<file path="src/design/stp_consts.svh">
// stp_consts.svh - constants of the stepper control core.
// assumes a 100 MHz core clock; included by bare name.
`ifndef STP_CONSTS_SVH
`define STP_CONSTS_SVH
// ----------------------------------------------------------------
// clock and time conversion
// ----------------------------------------------------------------
`define STP_CLK_MHZ 100
// least times round up to whole cycles
`define STP_NS2CYC(ns) ((((ns) * `STP_CLK_MHZ) + 999) / 1000)
// ----------------------------------------------------------------
// blanking intervals
// ----------------------------------------------------------------
`define STP_BLANK_A_NS 900
`define STP_BLANK_B_NS 1200
`define STP_BLANK_C_NS 1500
`define STP_BLANK_D_NS 1800
`define STP_BLANK_A_CYC `STP_NS2CYC(`STP_BLANK_A_NS)
`define STP_BLANK_B_CYC `STP_NS2CYC(`STP_BLANK_B_NS)
`define STP_BLANK_C_CYC `STP_NS2CYC(`STP_BLANK_C_NS)
`define STP_BLANK_D_CYC `STP_NS2CYC(`STP_BLANK_D_NS)
// ----------------------------------------------------------------
// protection and mode timing
// ----------------------------------------------------------------
`define STP_OCP_NS 3000
`define STP_RETRY_NS 1600000
`define STP_SLEEP_NS 50000
`define STP_WAKE_NS 1000000
`define STP_OFF_NS 20000
`define STP_OCP_CYC `STP_NS2CYC(`STP_OCP_NS)
`define STP_RETRY_CYC `STP_NS2CYC(`STP_RETRY_NS)
`define STP_SLEEP_CYC `STP_NS2CYC(`STP_SLEEP_NS)
`define STP_WAKE_CYC `STP_NS2CYC(`STP_WAKE_NS)
`define STP_OFF_CYC `STP_NS2CYC(`STP_OFF_NS)
// ----------------------------------------------------------------
// synchronised pin vector layout and reset values
// ----------------------------------------------------------------
`define STP_PIN_SLEEP 16
`define STP_PIN_OE 15
`define STP_PIN_STEP 14
`define STP_PIN_DIR 13
`define STP_PIN_AUTO_DECAY_SELECT 12
`define STP_PIN_OT 11
`define STP_PIN_UV 10
`define STP_PIN_SENSE 8
`define STP_PIN_LIMIT 0
`define STP_PIN_RST 17'h0_0000
`define STP_CNT_RST 20'h0_0000
`define STP_POS_RST 7'h00
`define STP_TORQUE_MAX 3'h7
`endif

</file>
<file path="src/design/stp_pkg.sv">
// stp_pkg.sv - types shared by the stepper control core.
// assumes nothing beyond a SystemVerilog compiler.
package stp_pkg;
  typedef enum logic [1:0] {STP_SLEEP, STP_WAKING, STP_ACTIVE,
    STP_ENTERING} stp_mode_t;
  typedef enum logic [1:0] {PWM_IDLE, PWM_DRIVE, PWM_DECAY,
    PWM_RETRY} stp_pwm_t;
  // codes 0/1/2 are used as the pin weight in select decoding
  typedef enum logic [1:0] {TRI_LOW, TRI_OPEN, TRI_HIGH} stp_tri_t;
endpackage

</file>
<file path="src/design/stp_bridge_if.sv">
// stp_bridge_if.sv - signals between the control core and one bridge.
// assumes both ends run on the core clock.
`timescale 1ns/1ps
`default_nettype none
interface stp_bridge_if;
  logic enable;
  logic clr;
  logic trip;
  logic [3:0] limit;
  logic [7:0] blank_cyc;
  logic on;
  logic drive;
  logic sense_en;
  logic ocp;
  modport ctrl (output enable, clr, trip, limit, blank_cyc,
    input on, drive, sense_en, ocp);
  modport bridge (input enable, clr, trip, limit, blank_cyc,
    output on, drive, sense_en, ocp);
endinterface
`default_nettype wire

</file>
<file path="src/design/stp_ctrl.sv">
// stp_ctrl.sv - control core of a dual-bridge stepper driver:
// blanking selection, fault sequencing, sleep, wake and output disable.
// assumes analog comparators on the pins, outside indexer tables
// giving per-bridge sine step codes, and gate drivers that keep
// a bridge Hi-Z while its on level is low.
`timescale 1ns/1ps
`default_nettype none
`include "stp_consts.svh"

module stp_ctrl #(
  parameter int OCP_DEGLITCH_CYC = `STP_OCP_CYC,
  parameter int RETRY_CYC = `STP_RETRY_CYC,
  parameter int SLEEP_CYC = `STP_SLEEP_CYC,
  parameter int WAKE_CYC = `STP_WAKE_CYC,
  parameter int OFF_CYC = `STP_OFF_CYC
) (
  // clock and reset
  input wire logic clk_in,
  input wire logic nrst_in,
  // mode and step pins from the controller
  input wire logic sleep_in_low_in,
  input wire logic output_enable_low_in,
  input wire logic step_in,
  input wire logic dir_in,
  input wire logic auto_decay_select_in,
  // tri-level select pins, two window comparators each
  input wire logic [1:0] torque_above_in,
  input wire logic [1:0] torque_below_in,
  input wire logic decay_select_hi_above_in,
  input wire logic decay_select_hi_below_in,
  input wire logic decay_select_lo_above_in,
  input wire logic decay_select_lo_below_in,
  // analog monitors
  input wire logic overtemp_in,
  input wire logic motor_supply_under_in,
  input wire logic [1:0] winding_sense_input_in,
  input wire logic [7:0] fet_limit_in,
  // sine step codes from the indexer tables, one per bridge
  input wire logic [1:0][4:0] sine_step_code_in,
  // fault and mode status
  output logic fault_out_low_out,
  output logic internal_regulator_on_out,
  output logic asleep_out,
  // bridge control
  output logic [1:0] bridge_on_out,
  output logic [1:0] drive_phase_out,
  output logic [1:0] sense_enable_out,
  output logic [1:0] ocp_flag_out,
  // indexer and configuration
  output logic [6:0] position_out,
  output logic [2:0] torque_scale_out,
  output logic [3:0] decay_mode_out,
  output logic auto_decay_out
);
  import stp_pkg::*;

  // ----------------------------------------------------------------
  // constants
  // ----------------------------------------------------------------
  localparam logic [7:0] BLK_A = 8'(`STP_BLANK_A_CYC);
  localparam logic [7:0] BLK_B = 8'(`STP_BLANK_B_CYC);
  localparam logic [7:0] BLK_C = 8'(`STP_BLANK_C_CYC);
  localparam logic [7:0] BLK_D = 8'(`STP_BLANK_D_CYC);
  localparam logic [19:0] SLEEP_LAST = 20'(SLEEP_CYC - 1);
  localparam logic [19:0] WAKE_LAST = 20'(WAKE_CYC - 1);

  // ----------------------------------------------------------------
  // pin synchronisers
  // ----------------------------------------------------------------
  logic [16:0] pin_meta;
  logic [16:0] pin_sync;
  wire logic [16:0] pin_raw = {sleep_in_low_in, output_enable_low_in,
    step_in, dir_in, auto_decay_select_in, overtemp_in,
    motor_supply_under_in, winding_sense_input_in, fet_limit_in};
  always_ff @(posedge clk_in or negedge nrst_in) begin
    if (!nrst_in) begin
      pin_meta <= `STP_PIN_RST;
      pin_sync <= `STP_PIN_RST;
    end else begin
      pin_meta <= pin_raw;
      pin_sync <= pin_meta;
    end
  end
  wire logic sleep_high = pin_sync[`STP_PIN_SLEEP];
  wire logic outputs_off = pin_sync[`STP_PIN_OE];
  wire logic step_s = pin_sync[`STP_PIN_STEP];
  wire logic dir_s = pin_sync[`STP_PIN_DIR];
  wire logic auto_decay_select_s = pin_sync[`STP_PIN_AUTO_DECAY_SELECT];
  wire logic ot_s = pin_sync[`STP_PIN_OT];
  wire logic uv_s = pin_sync[`STP_PIN_UV];
  wire logic [1:0] sense_s = pin_sync[`STP_PIN_SENSE +: 2];
  wire logic [7:0] limit_s = pin_sync[`STP_PIN_LIMIT +: 8];
  // undervoltage acts as a synchronous clear of the mode, auto decay, step and bridge flops
  wire logic lockout = uv_s;

  // ----------------------------------------------------------------
  // tri-level select pins
  // ----------------------------------------------------------------
  stp_tri_t [3:0] tri_lvl;
  wire logic [3:0] tri_above = {decay_select_hi_above_in,
    decay_select_lo_above_in, torque_above_in};
  wire logic [3:0] tri_below = {decay_select_hi_below_in,
    decay_select_lo_below_in, torque_below_in};
  genvar ti;
  for (ti = 0; ti < 4; ti++) begin : g_tri
    stp_tri u_tri (
      .clk_in(clk_in),
      .nrst_in(nrst_in),
      .above_in(tri_above[ti]),
      .below_in(tri_below[ti]),
      .level_out(tri_lvl[ti])
    );
  end
  // pair weight: 3*first + second, 0/Z/1 = 0/1/2
  wire logic [3:0] torque_idx = 4'(tri_lvl[1]) * 4'h3 + 4'(tri_lvl[0]);
  // the undefined 11 pair falls to the lowest scale
  wire logic [2:0] torque_sel = (torque_idx > 4'h7) ? `STP_TORQUE_MAX :
    torque_idx[2:0];
  wire logic [3:0] decay_idx = 4'(tri_lvl[3]) * 4'h3 + 4'(tri_lvl[2]);

  // ----------------------------------------------------------------
  // sleep and wake sequencing
  // ----------------------------------------------------------------
  stp_mode_t mode;
  stp_mode_t next_mode;
  logic [19:0] mode_cnt;
  logic [19:0] next_mode_cnt;
  always_comb begin
    next_mode = mode;
    next_mode_cnt = mode_cnt + 20'h0_0001;
    case (mode)
      STP_SLEEP: begin
        next_mode_cnt = `STP_CNT_RST;
        if (sleep_high) begin
          next_mode = STP_WAKING;
        end
      end
      STP_WAKING: begin
        if (!sleep_high) begin
          next_mode = STP_SLEEP;
        end else if (mode_cnt >= WAKE_LAST) begin
          next_mode = STP_ACTIVE;
        end
      end
      STP_ACTIVE: begin
        next_mode_cnt = `STP_CNT_RST;
        if (!sleep_high) begin
          next_mode = STP_ENTERING;
        end
      end
      STP_ENTERING: begin
        if (sleep_high) begin
          next_mode = STP_ACTIVE;
        end else if (mode_cnt >= SLEEP_LAST) begin
          next_mode = STP_SLEEP;
        end
      end
      default: next_mode = STP_SLEEP;
    endcase
  end
  always_ff @(posedge clk_in or negedge nrst_in) begin
    if (!nrst_in) begin
      mode <= STP_SLEEP;
      mode_cnt <= `STP_CNT_RST;
    end else if (lockout) begin
      mode <= STP_SLEEP;
      mode_cnt <= `STP_CNT_RST;
    end else begin
      mode <= next_mode;
      mode_cnt <= next_mode_cnt;
    end
  end
  // indexer and bridges run in ACTIVE and while entering sleep, not while waking
  wire logic awake = (mode == STP_ACTIVE) || (mode == STP_ENTERING);
  wire logic leaving_sleep = (mode == STP_SLEEP) && (next_mode == STP_WAKING);
  wire logic out_live = awake && !lockout;

  // ----------------------------------------------------------------
  // auto decay latch
  // ----------------------------------------------------------------
  logic auto_decay;
  always_ff @(posedge clk_in or negedge nrst_in) begin
    if (!nrst_in) begin
      auto_decay <= 1'b0;
    end else if (lockout) begin
      auto_decay <= 1'b0;
    end else if (leaving_sleep) begin
      auto_decay <= auto_decay_select_s;
    end
  end

  // ----------------------------------------------------------------
  // step counting
  // ----------------------------------------------------------------
  logic step_prev;
  logic [6:0] position;
  logic [6:0] applied_pos;
  wire logic step_rise = step_s && !step_prev;
  wire logic [6:0] next_position = dir_s ? position + 7'h01 :
    position - 7'h01;
  // counting continues with outputs off; Hi-Z bridges just skip it
  always_ff @(posedge clk_in or negedge nrst_in) begin
    if (!nrst_in) begin
      step_prev <= 1'b0;
      position <= `STP_POS_RST;
      applied_pos <= `STP_POS_RST;
    end else if (lockout) begin
      step_prev <= 1'b0;
      position <= `STP_POS_RST;
      applied_pos <= `STP_POS_RST;
    end else begin
      step_prev <= step_s;
      if (awake && step_rise) begin
        position <= next_position;
      end
      if (awake && !outputs_off) begin
        applied_pos <= position;
      end
    end
  end

  // ----------------------------------------------------------------
  // bridges
  // ----------------------------------------------------------------
  // overtemperature and output disable stop the bridges, not the logic
  wire logic bridge_en = awake && !outputs_off && !ot_s;
  logic [1:0] br_on;
  logic [1:0] br_drive;
  logic [1:0] br_sense;
  logic [1:0] br_ocp;
  genvar gi;
  for (gi = 0; gi < 2; gi++) begin : g_br
    stp_bridge_if bif();
    wire logic [4:0] code = sine_step_code_in[gi];
    // band by step code, torque ordered 100% down to 12.5%
    wire logic [7:0] blank_hi = (torque_sel <= 3'h1) ? BLK_D :
      (torque_sel <= 3'h4) ? BLK_C : (torque_sel <= 3'h6) ? BLK_B : BLK_A;
    wire logic [7:0] blank_mid = (torque_sel <= 3'h2) ? BLK_C :
      (torque_sel <= 3'h5) ? BLK_B : BLK_A;
    wire logic [7:0] blank_low = (torque_sel <= 3'h2) ? BLK_B : BLK_A;
    wire logic [7:0] blank_sel = code[4] ? blank_hi :
      code[3] ? blank_mid : code[2] ? blank_low : BLK_A;
    assign bif.enable = bridge_en;
    assign bif.clr = lockout;
    assign bif.trip = sense_s[gi];
    assign bif.limit = limit_s[gi*4 +: 4];
    assign bif.blank_cyc = blank_sel;
    assign br_on[gi] = bif.on;
    assign br_drive[gi] = bif.drive;
    assign br_sense[gi] = bif.sense_en;
    assign br_ocp[gi] = bif.ocp;
    stp_bridge #(
      .DEGLITCH_CYC(OCP_DEGLITCH_CYC),
      .RETRY_CYC(RETRY_CYC),
      .OFF_CYC(OFF_CYC)
    ) u_br (
      .clk_in(clk_in),
      .nrst_in(nrst_in),
      .bus(bif.bridge)
    );
  end

  // ----------------------------------------------------------------
  // fault reporting
  // ----------------------------------------------------------------
  // held until drive has restarted; while bridge_en is low overtemperature clears on recovery alone, undervoltage once ACTIVE
  logic uv_seen;
  logic ot_seen;
  wire logic resumed = |br_on || !bridge_en;
  always_ff @(posedge clk_in or negedge nrst_in) begin
    if (!nrst_in) begin
      uv_seen <= 1'b0;
      ot_seen <= 1'b0;
    end else begin
      if (uv_s) begin
        uv_seen <= 1'b1;
      end else if ((mode == STP_ACTIVE) && resumed) begin
        uv_seen <= 1'b0;
      end
      if (ot_s) begin
        ot_seen <= 1'b1;
      end else if (resumed) begin
        ot_seen <= 1'b0;
      end
    end
  end
  // no cause is latched: overtemperature and undervoltage hold until drive restarts, overcurrent until its retry ends
  wire logic fault_any = uv_s || uv_seen || ot_s || ot_seen ||
    (|br_ocp);

  // ----------------------------------------------------------------
  // registered outputs
  // ----------------------------------------------------------------
  always_ff @(posedge clk_in or negedge nrst_in) begin
    if (!nrst_in) begin
      fault_out_low_out <= 1'b1;
      internal_regulator_on_out <= 1'b0;
      asleep_out <= 1'b1;
      bridge_on_out <= 2'h0;
      drive_phase_out <= 2'h0;
      sense_enable_out <= 2'h0;
      ocp_flag_out <= 2'h0;
      position_out <= `STP_POS_RST;
      torque_scale_out <= 3'h0;
      decay_mode_out <= 4'h0;
      auto_decay_out <= 1'b0;
    end else begin
      fault_out_low_out <= !fault_any;
      // regulator stays up through overcurrent and overtemperature
      internal_regulator_on_out <= (mode != STP_SLEEP) && !lockout;
      asleep_out <= mode == STP_SLEEP;
      bridge_on_out <= br_on & {2{out_live}};
      drive_phase_out <= br_drive & {2{out_live}};
      sense_enable_out <= br_sense & {2{out_live}};
      ocp_flag_out <= br_ocp;
      position_out <= applied_pos;
      torque_scale_out <= torque_sel;
      decay_mode_out <= decay_idx;
      auto_decay_out <= auto_decay;
    end
  end
endmodule
`default_nettype wire

</file>
<file path="src/design/stp_tri.sv">
// stp_tri.sv - resolves one tri-level select pin into low/open/high.
// assumes two window comparators on the pin, both asynchronous.
`timescale 1ns/1ps
`default_nettype none
`include "stp_consts.svh"
module stp_tri (
  // clock and reset
  input wire logic clk_in,
  input wire logic nrst_in,
  // window comparators
  input wire logic above_in,
  input wire logic below_in,
  // resolved level
  output var stp_pkg::stp_tri_t level_out
);
  import stp_pkg::*;
  logic [1:0] meta;
  logic [1:0] sync;
  always_ff @(posedge clk_in or negedge nrst_in) begin
    if (!nrst_in) begin
      meta <= 2'h0;
      sync <= 2'h0;
      level_out <= TRI_OPEN;
    end else begin
      meta <= {above_in, below_in};
      sync <= meta;
      // a pin seen both ways is settling: call it high
      level_out <= sync[1] ? TRI_HIGH : (sync[0] ? TRI_LOW : TRI_OPEN);
    end
  end
endmodule
`default_nettype wire

</file>
<file path="src/design/stp_bridge.sv">
// stp_bridge.sv - one bridge: off-time PWM, blanking, overcurrent.
// assumes synchronised trip and limit inputs from the control core.
`timescale 1ns/1ps
`default_nettype none
`include "stp_consts.svh"
module stp_bridge #(
  parameter int DEGLITCH_CYC = `STP_OCP_CYC,
  parameter int RETRY_CYC = `STP_RETRY_CYC,
  parameter int OFF_CYC = `STP_OFF_CYC
) (
  // clock and reset
  input wire logic clk_in,
  input wire logic nrst_in,
  // link to the control core
  stp_bridge_if.bridge bus
);
  import stp_pkg::*;
  localparam logic [19:0] DEG_CNT = 20'(DEGLITCH_CYC);
  localparam logic [19:0] RETRY_LAST = 20'(RETRY_CYC - 1);
  localparam logic [19:0] OFF_LAST = 20'(OFF_CYC - 1);
  stp_pwm_t state;
  stp_pwm_t next_state;
  logic [19:0] cnt;
  logic [19:0] next_cnt;
  logic [19:0] ocp_cnt;
  logic [19:0] next_ocp_cnt;
  wire logic fets_on = (state == PWM_DRIVE) || (state == PWM_DECAY);
  wire logic blank_done = cnt >= {12'h000, bus.blank_cyc};
  // limit flags only, never the sense path
  wire logic fet_limit = |bus.limit;
  wire logic ocp_hit = fet_limit && fets_on && (ocp_cnt >= DEG_CNT);
  always_comb begin
    next_state = state;
    next_cnt = cnt + 20'h0_0001;
    next_ocp_cnt = (fet_limit && fets_on) ? ocp_cnt + 20'h0_0001 :
      `STP_CNT_RST;
    case (state)
      PWM_IDLE: begin
        next_cnt = `STP_CNT_RST;
        if (bus.enable) begin
          next_state = PWM_DRIVE;
        end
      end
      PWM_DRIVE: begin
        if (!bus.enable) begin
          next_state = PWM_IDLE;
        end else if (blank_done && bus.trip) begin
          next_state = PWM_DECAY;
          next_cnt = `STP_CNT_RST;
        end
      end
      PWM_DECAY: begin
        if (!bus.enable) begin
          next_state = PWM_IDLE;
        end else if (cnt >= OFF_LAST) begin
          next_state = PWM_DRIVE;
          next_cnt = `STP_CNT_RST;
        end
      end
      PWM_RETRY: begin
        if (cnt >= RETRY_LAST) begin
          next_state = PWM_IDLE;
          next_cnt = `STP_CNT_RST;
        end
      end
      default: next_state = PWM_IDLE;
    endcase
    if (ocp_hit) begin
      next_state = PWM_RETRY;
      next_cnt = `STP_CNT_RST;
      next_ocp_cnt = `STP_CNT_RST;
    end
  end
  always_ff @(posedge clk_in or negedge nrst_in) begin
    if (!nrst_in) begin
      state <= PWM_IDLE;
      cnt <= `STP_CNT_RST;
      ocp_cnt <= `STP_CNT_RST;
    end else if (bus.clr) begin
      state <= PWM_IDLE;
      cnt <= `STP_CNT_RST;
      ocp_cnt <= `STP_CNT_RST;
    end else begin
      state <= next_state;
      cnt <= next_cnt;
      ocp_cnt <= next_ocp_cnt;
    end
  end
  assign bus.on = fets_on;
  assign bus.drive = state == PWM_DRIVE;
  assign bus.sense_en = (state == PWM_DRIVE) && blank_done;
  assign bus.ocp = state == PWM_RETRY;
endmodule
`default_nettype wire

</file>
<file path="config.mk">
export PLATFORM = sky130hd
export DESIGN_NAME = stp_ctrl
export DESIGN_NICKNAME = d
export VERILOG_FILES = /design/src/design/stp_pkg.sv /design/src/design/stp_bridge_if.sv /design/src/design/stp_ctrl.sv /design/src/design/stp_tri.sv /design/src/design/stp_bridge.sv
export VERILOG_INCLUDE_DIRS = /design/src /design/src/design
export SDC_FILE = /design/constraint.sdc
export NUM_CORES = 1
export LEC_CHECK = 0
export BUFFER_PORTS_ARGS = -buffer_cell sky130_fd_sc_hd__buf_2
export CAP_MARGIN = 0
export CORE_MARGIN = 1
export CORE_UTILIZATION = 40
export CTS_CLUSTER_DIAMETER = 100
export CTS_CLUSTER_SIZE = 10
export DETAILED_ROUTE_END_ITERATION = 16
export PLACE_DENSITY_LB_ADDON = 0.1
export SETUP_SLACK_MARGIN = 0.3
export SYNTH_ARGS = -nofsm -noshare
export SYNTH_HDL_FRONTEND = slang
export SYNTH_SLANG_ARGS = --single-unit
</file>
<file path="constraint.sdc">
create_clock -name clk_in -period 11 [get_ports clk_in]
set_clock_uncertainty 0.05 [all_clocks]
set_input_delay 0.55 -clock clk_in [delete_from_list [all_inputs] [get_ports clk_in]]
set_output_delay 0.55 -clock clk_in [all_outputs]
set_load 0.1 [all_outputs]
</file>
==> results_dict.tcl <==
set metrics [dict create \
    globalRoute.totalOverflow 0 \
    p_leak_nw 4.57 \
    crit_arrival_ns 5.26 \
    final_common_cell "dfrtp_1" \
    cts.sinks 208 \
    cts_tree "yes" \
    postRouteAntennaNets 0 \
    drt_pass1_iterations 6 \
    fin_cells 1182 \
    setup_tns_ns 0 \
    ys_seq_area_frac 0.592 \
    postCtsHoldBufs 0 \
    drv_slew 0 \
    ctsResizeCount 0 \
    cts_buffer_depth 3 \
    start_kind "register" \
    max_clock_freq_ghz 0.201 \
    path_clk_slew_ns 0.06 \
    area_delta_synth_final_pct 15.4 \
    hold_path.class "in -> reg" \
    initial_utilization 0.414 \
    ys_ff_latch 208 \
    coreArea_mm2 0.0213 \
    io_buffer_count 58 \
    worstPathRequired_ns 11.30 \
    htree_levels 1 \
    drc 0 \
    viasPerCell 5.04 \
    synthCells 803 \
    grt_max_degree 125 \
    syn_area_mm2 0.00881 \
    finalCritPeriodShare 0.451 \
    yosysUniqueCellTypes 57 \
    grtUsageTotal 0.157 \
    ys.flop_type "dfrtp_1" \
    fp.dieW_um 150 \
    synth_warnings 0 \
    status "complete, no violations" \
    critPathCaptureType "register" \
    place_congestion 0.829 \
    path_class "reg -> reg" \
    async_reset_ff_frac 1.00 \
    grt_pass1_wl_mm 28.6 \
    drt_iter0_drc 274 \
    mostFrequentLayoutCells "202 x dfrtp_1, 116 x nor2_1, 65 x nand2_1" \
    vias 5953 \
    dp_hpwl_mm 11.6 \
    drive_gt1_frac 0.117 \
    antenna_cells 0 \
    antenna_found_initial 0 \
    crit_path_top_delay_cell "a31oi_2" \
    synth_edf_count 0 \
    worst_pin_slew_ns 1.05 \
    ios 63 \
    ir_drop_mv 0.103 \
    fin_nets 964 \
    cts_setup_buffers 0 \
    met1_length_mm 7.77 \
    min_period_ns 4.97 \
    critPathMaxFanout 20 \
    dr_wl_met2_mm 8.13 \
    row_count 53 \
    setup_viol_count_final 0 \
    numCtsBuffers 24 \
    first_global_vias 6019 \
    rsz0062_at_grt "false" \
    avgSynthCellArea_um2 11.0 \
    hold_viol 0 \
    maxUsedRoutingLayer "met4" \
    clockRootBuffer "clkbuf_16" \
    cap_violations 0 \
    max_slew_margin 0.297 \
    finalWirelength_mm 16.9 \
    fp.dieH_um 150 \
    wl_met3_um 613 \
    cp_slowest_stage_delay_ns 0.86 \
    clock_latency_ns 0.51 \
    worstPathCellList "inv_1 -> fa_1 -> inv_1 -> ha_1 -> fa_1 -> inv_1 -> nor2_1 -> a22oi_1 -> a21oi_1 -> o21bai_1 -> ha_1 -> and3_1 -> a21boi_0 -> nor2_1 -> a21oi_1 -> a311oi_1 -> a31oi_2 -> nor2_1" \
    cellPowerDensity_mw_per_mm2 165 \
    dpl.cell_count 1141 \
    wl_per_cell_um 14.3 \
    dieArea_mm2 0.0226 \
]
routing by layer:
metal | track usage | up-vias
met1 | 0.203 | 2945
met5 | 0 | -
met4 | 0.0561 | 0
met3 | 0.0270 | 28
met2 | 0.263 | 94
li1 | - | 2886
critical path: cells and delay by family, from the launching register on:
kind            cells  cell delay, ns
compound gates      7            1.81
fa+ha+maj           4            1.67
flops               1            0.53
simple gates        4            0.53
buf+inv             3            0.19
synth_stat cells, drive strengths merged, types with 2 or more instances:
cell	number	area, µm²
o21ai	27	135
and4	2	17.5
nand2b	5	31.3
and2	6	37.5
a211o	3	26.3
nor2b	15	96.3
ha	30	375
or3	11	73.8
a21oi	28	140
a31oi	7	43.8
nor3	18	90.1
a2111oi	2	55.1
a22oi	3	22.5
fa	5	100
clkbuf	11	41.3
or2	3	18.8
o21bai	5	41.3
a211oi	5	37.5
o211ai	2	15.0
xor2	36	315
and3	17	111
nand2	65	244
o22ai	2	12.5
inv	37	139
nand3	40	200
o31a	2	17.5
buf	8	45.0
nand4	9	56.3
a311oi	3	26.3
a21o	8	60.1
dfrtp	202	5050
dfstp	6	158
nor4	11	68.8
a221oi	2	17.5
xnor2	30	263
o41ai	3	26.3
nor2	116	435
o2bb2ai	3	26.3
mux2	2	22.5
a2bb2oi	2	17.5
final cells by class:
| cell class | instances | area [µm²] |
|---|---|---|
| tap | 275 | 344 |
| clock buffer | 41 | 696 |
| timing repair buffer | 61 | 322 |
| inverter | 37 | 139 |
| sequential | 208 | 5210 |
| multi-input combinational | 560 | 3450 |
| fill | 1968 | 11100 |
worst paths after layout:
check	start	end	slack (ns)	cells after the start
max reg2reg	g_tri[1].u_tri.level_out[0]	g_br[1].u_br.cnt[17]	6.03	18
max	g_tri[1].u_tri.level_out[0]	g_br[1].u_br.cnt[17]	6.03	18
min reg2reg	g_tri[0].u_tri.meta[1]	g_tri[0].u_tri.sync[1]	0.29	0
min in group asynchronous	nrst_in	sense_enable_out[1]	0.14	1
max in group asynchronous	nrst_in	g_br[0].u_br.ocp_cnt[18]	9.14	2
min	fet_limit_in[4]	pin_meta[4]	0.1	1
power breakdown:
| part | switching, mW | total, mW | leakage, nW | internal (mW) |
|---|---|---|---|---|
| Sequential | 0.0133 | 0.805 | 2.68 | 0.791 |
| Combinational | 0.117 | 0.162 | 1.55 | 0.0455 |
| Clock | 0.290 | 0.714 | 0.333 | 0.424 |
cells by family (layout without fill, tap and decap cells):
kind of cell | count (synthesis) | in the layout | synth area share
other | 1 | 22 | 0.000426
multiplexers | 2 | 2 | 0.00256
buffers and inverters | 56 | 139 | 0.0256
AND/OR/NAND/NOR | 320 | 320 | 0.170
XOR/XNOR | 66 | 66 | 0.0656
AO/OA/AOI/OAI | 115 | 115 | 0.0901
flip-flops | 208 | 208 | 0.592
adder cells (fa/ha/maj) | 35 | 35 | 0.0540
state kept, by name, summed over array words and instances (netlist names), 2 cells and up:
signal and count:
bridge_on_out 2, mode 2, g_tri.u_tri.sync 8, drive_phase_out 2, sense_enable_out 2, g_br.u_br.cnt 40, position_out 7, g_br.u_br.state 4
ocp_flag_out 2, applied_pos 7, g_br.u_br.ocp_cnt 40, decay_mode_out 4, pin_sync 17, torque_scale_out 3, g_tri.u_tri.level_out 8, position 7
g_tri.u_tri.meta 8, pin_meta 17, mode_cnt 20
metrics by stage:
step	setup slack (ns)	power, mW	cell area [µm²]	utilization	hold WS (ns)
floorplan	6.84	0.926	8890	-	0.204
global placement	6.10	0.976	9470	0.445	0.284
detailed placement	5.99	0.983	9470	0.445	0.285
CTS	5.96	1.71	10200	0.478	0.0755
global route	5.70	1.76	10200	0.478	0.0812
finish	6.03	1.68	10200	0.478	0.0954
Power figures use the tool's default switching activity.
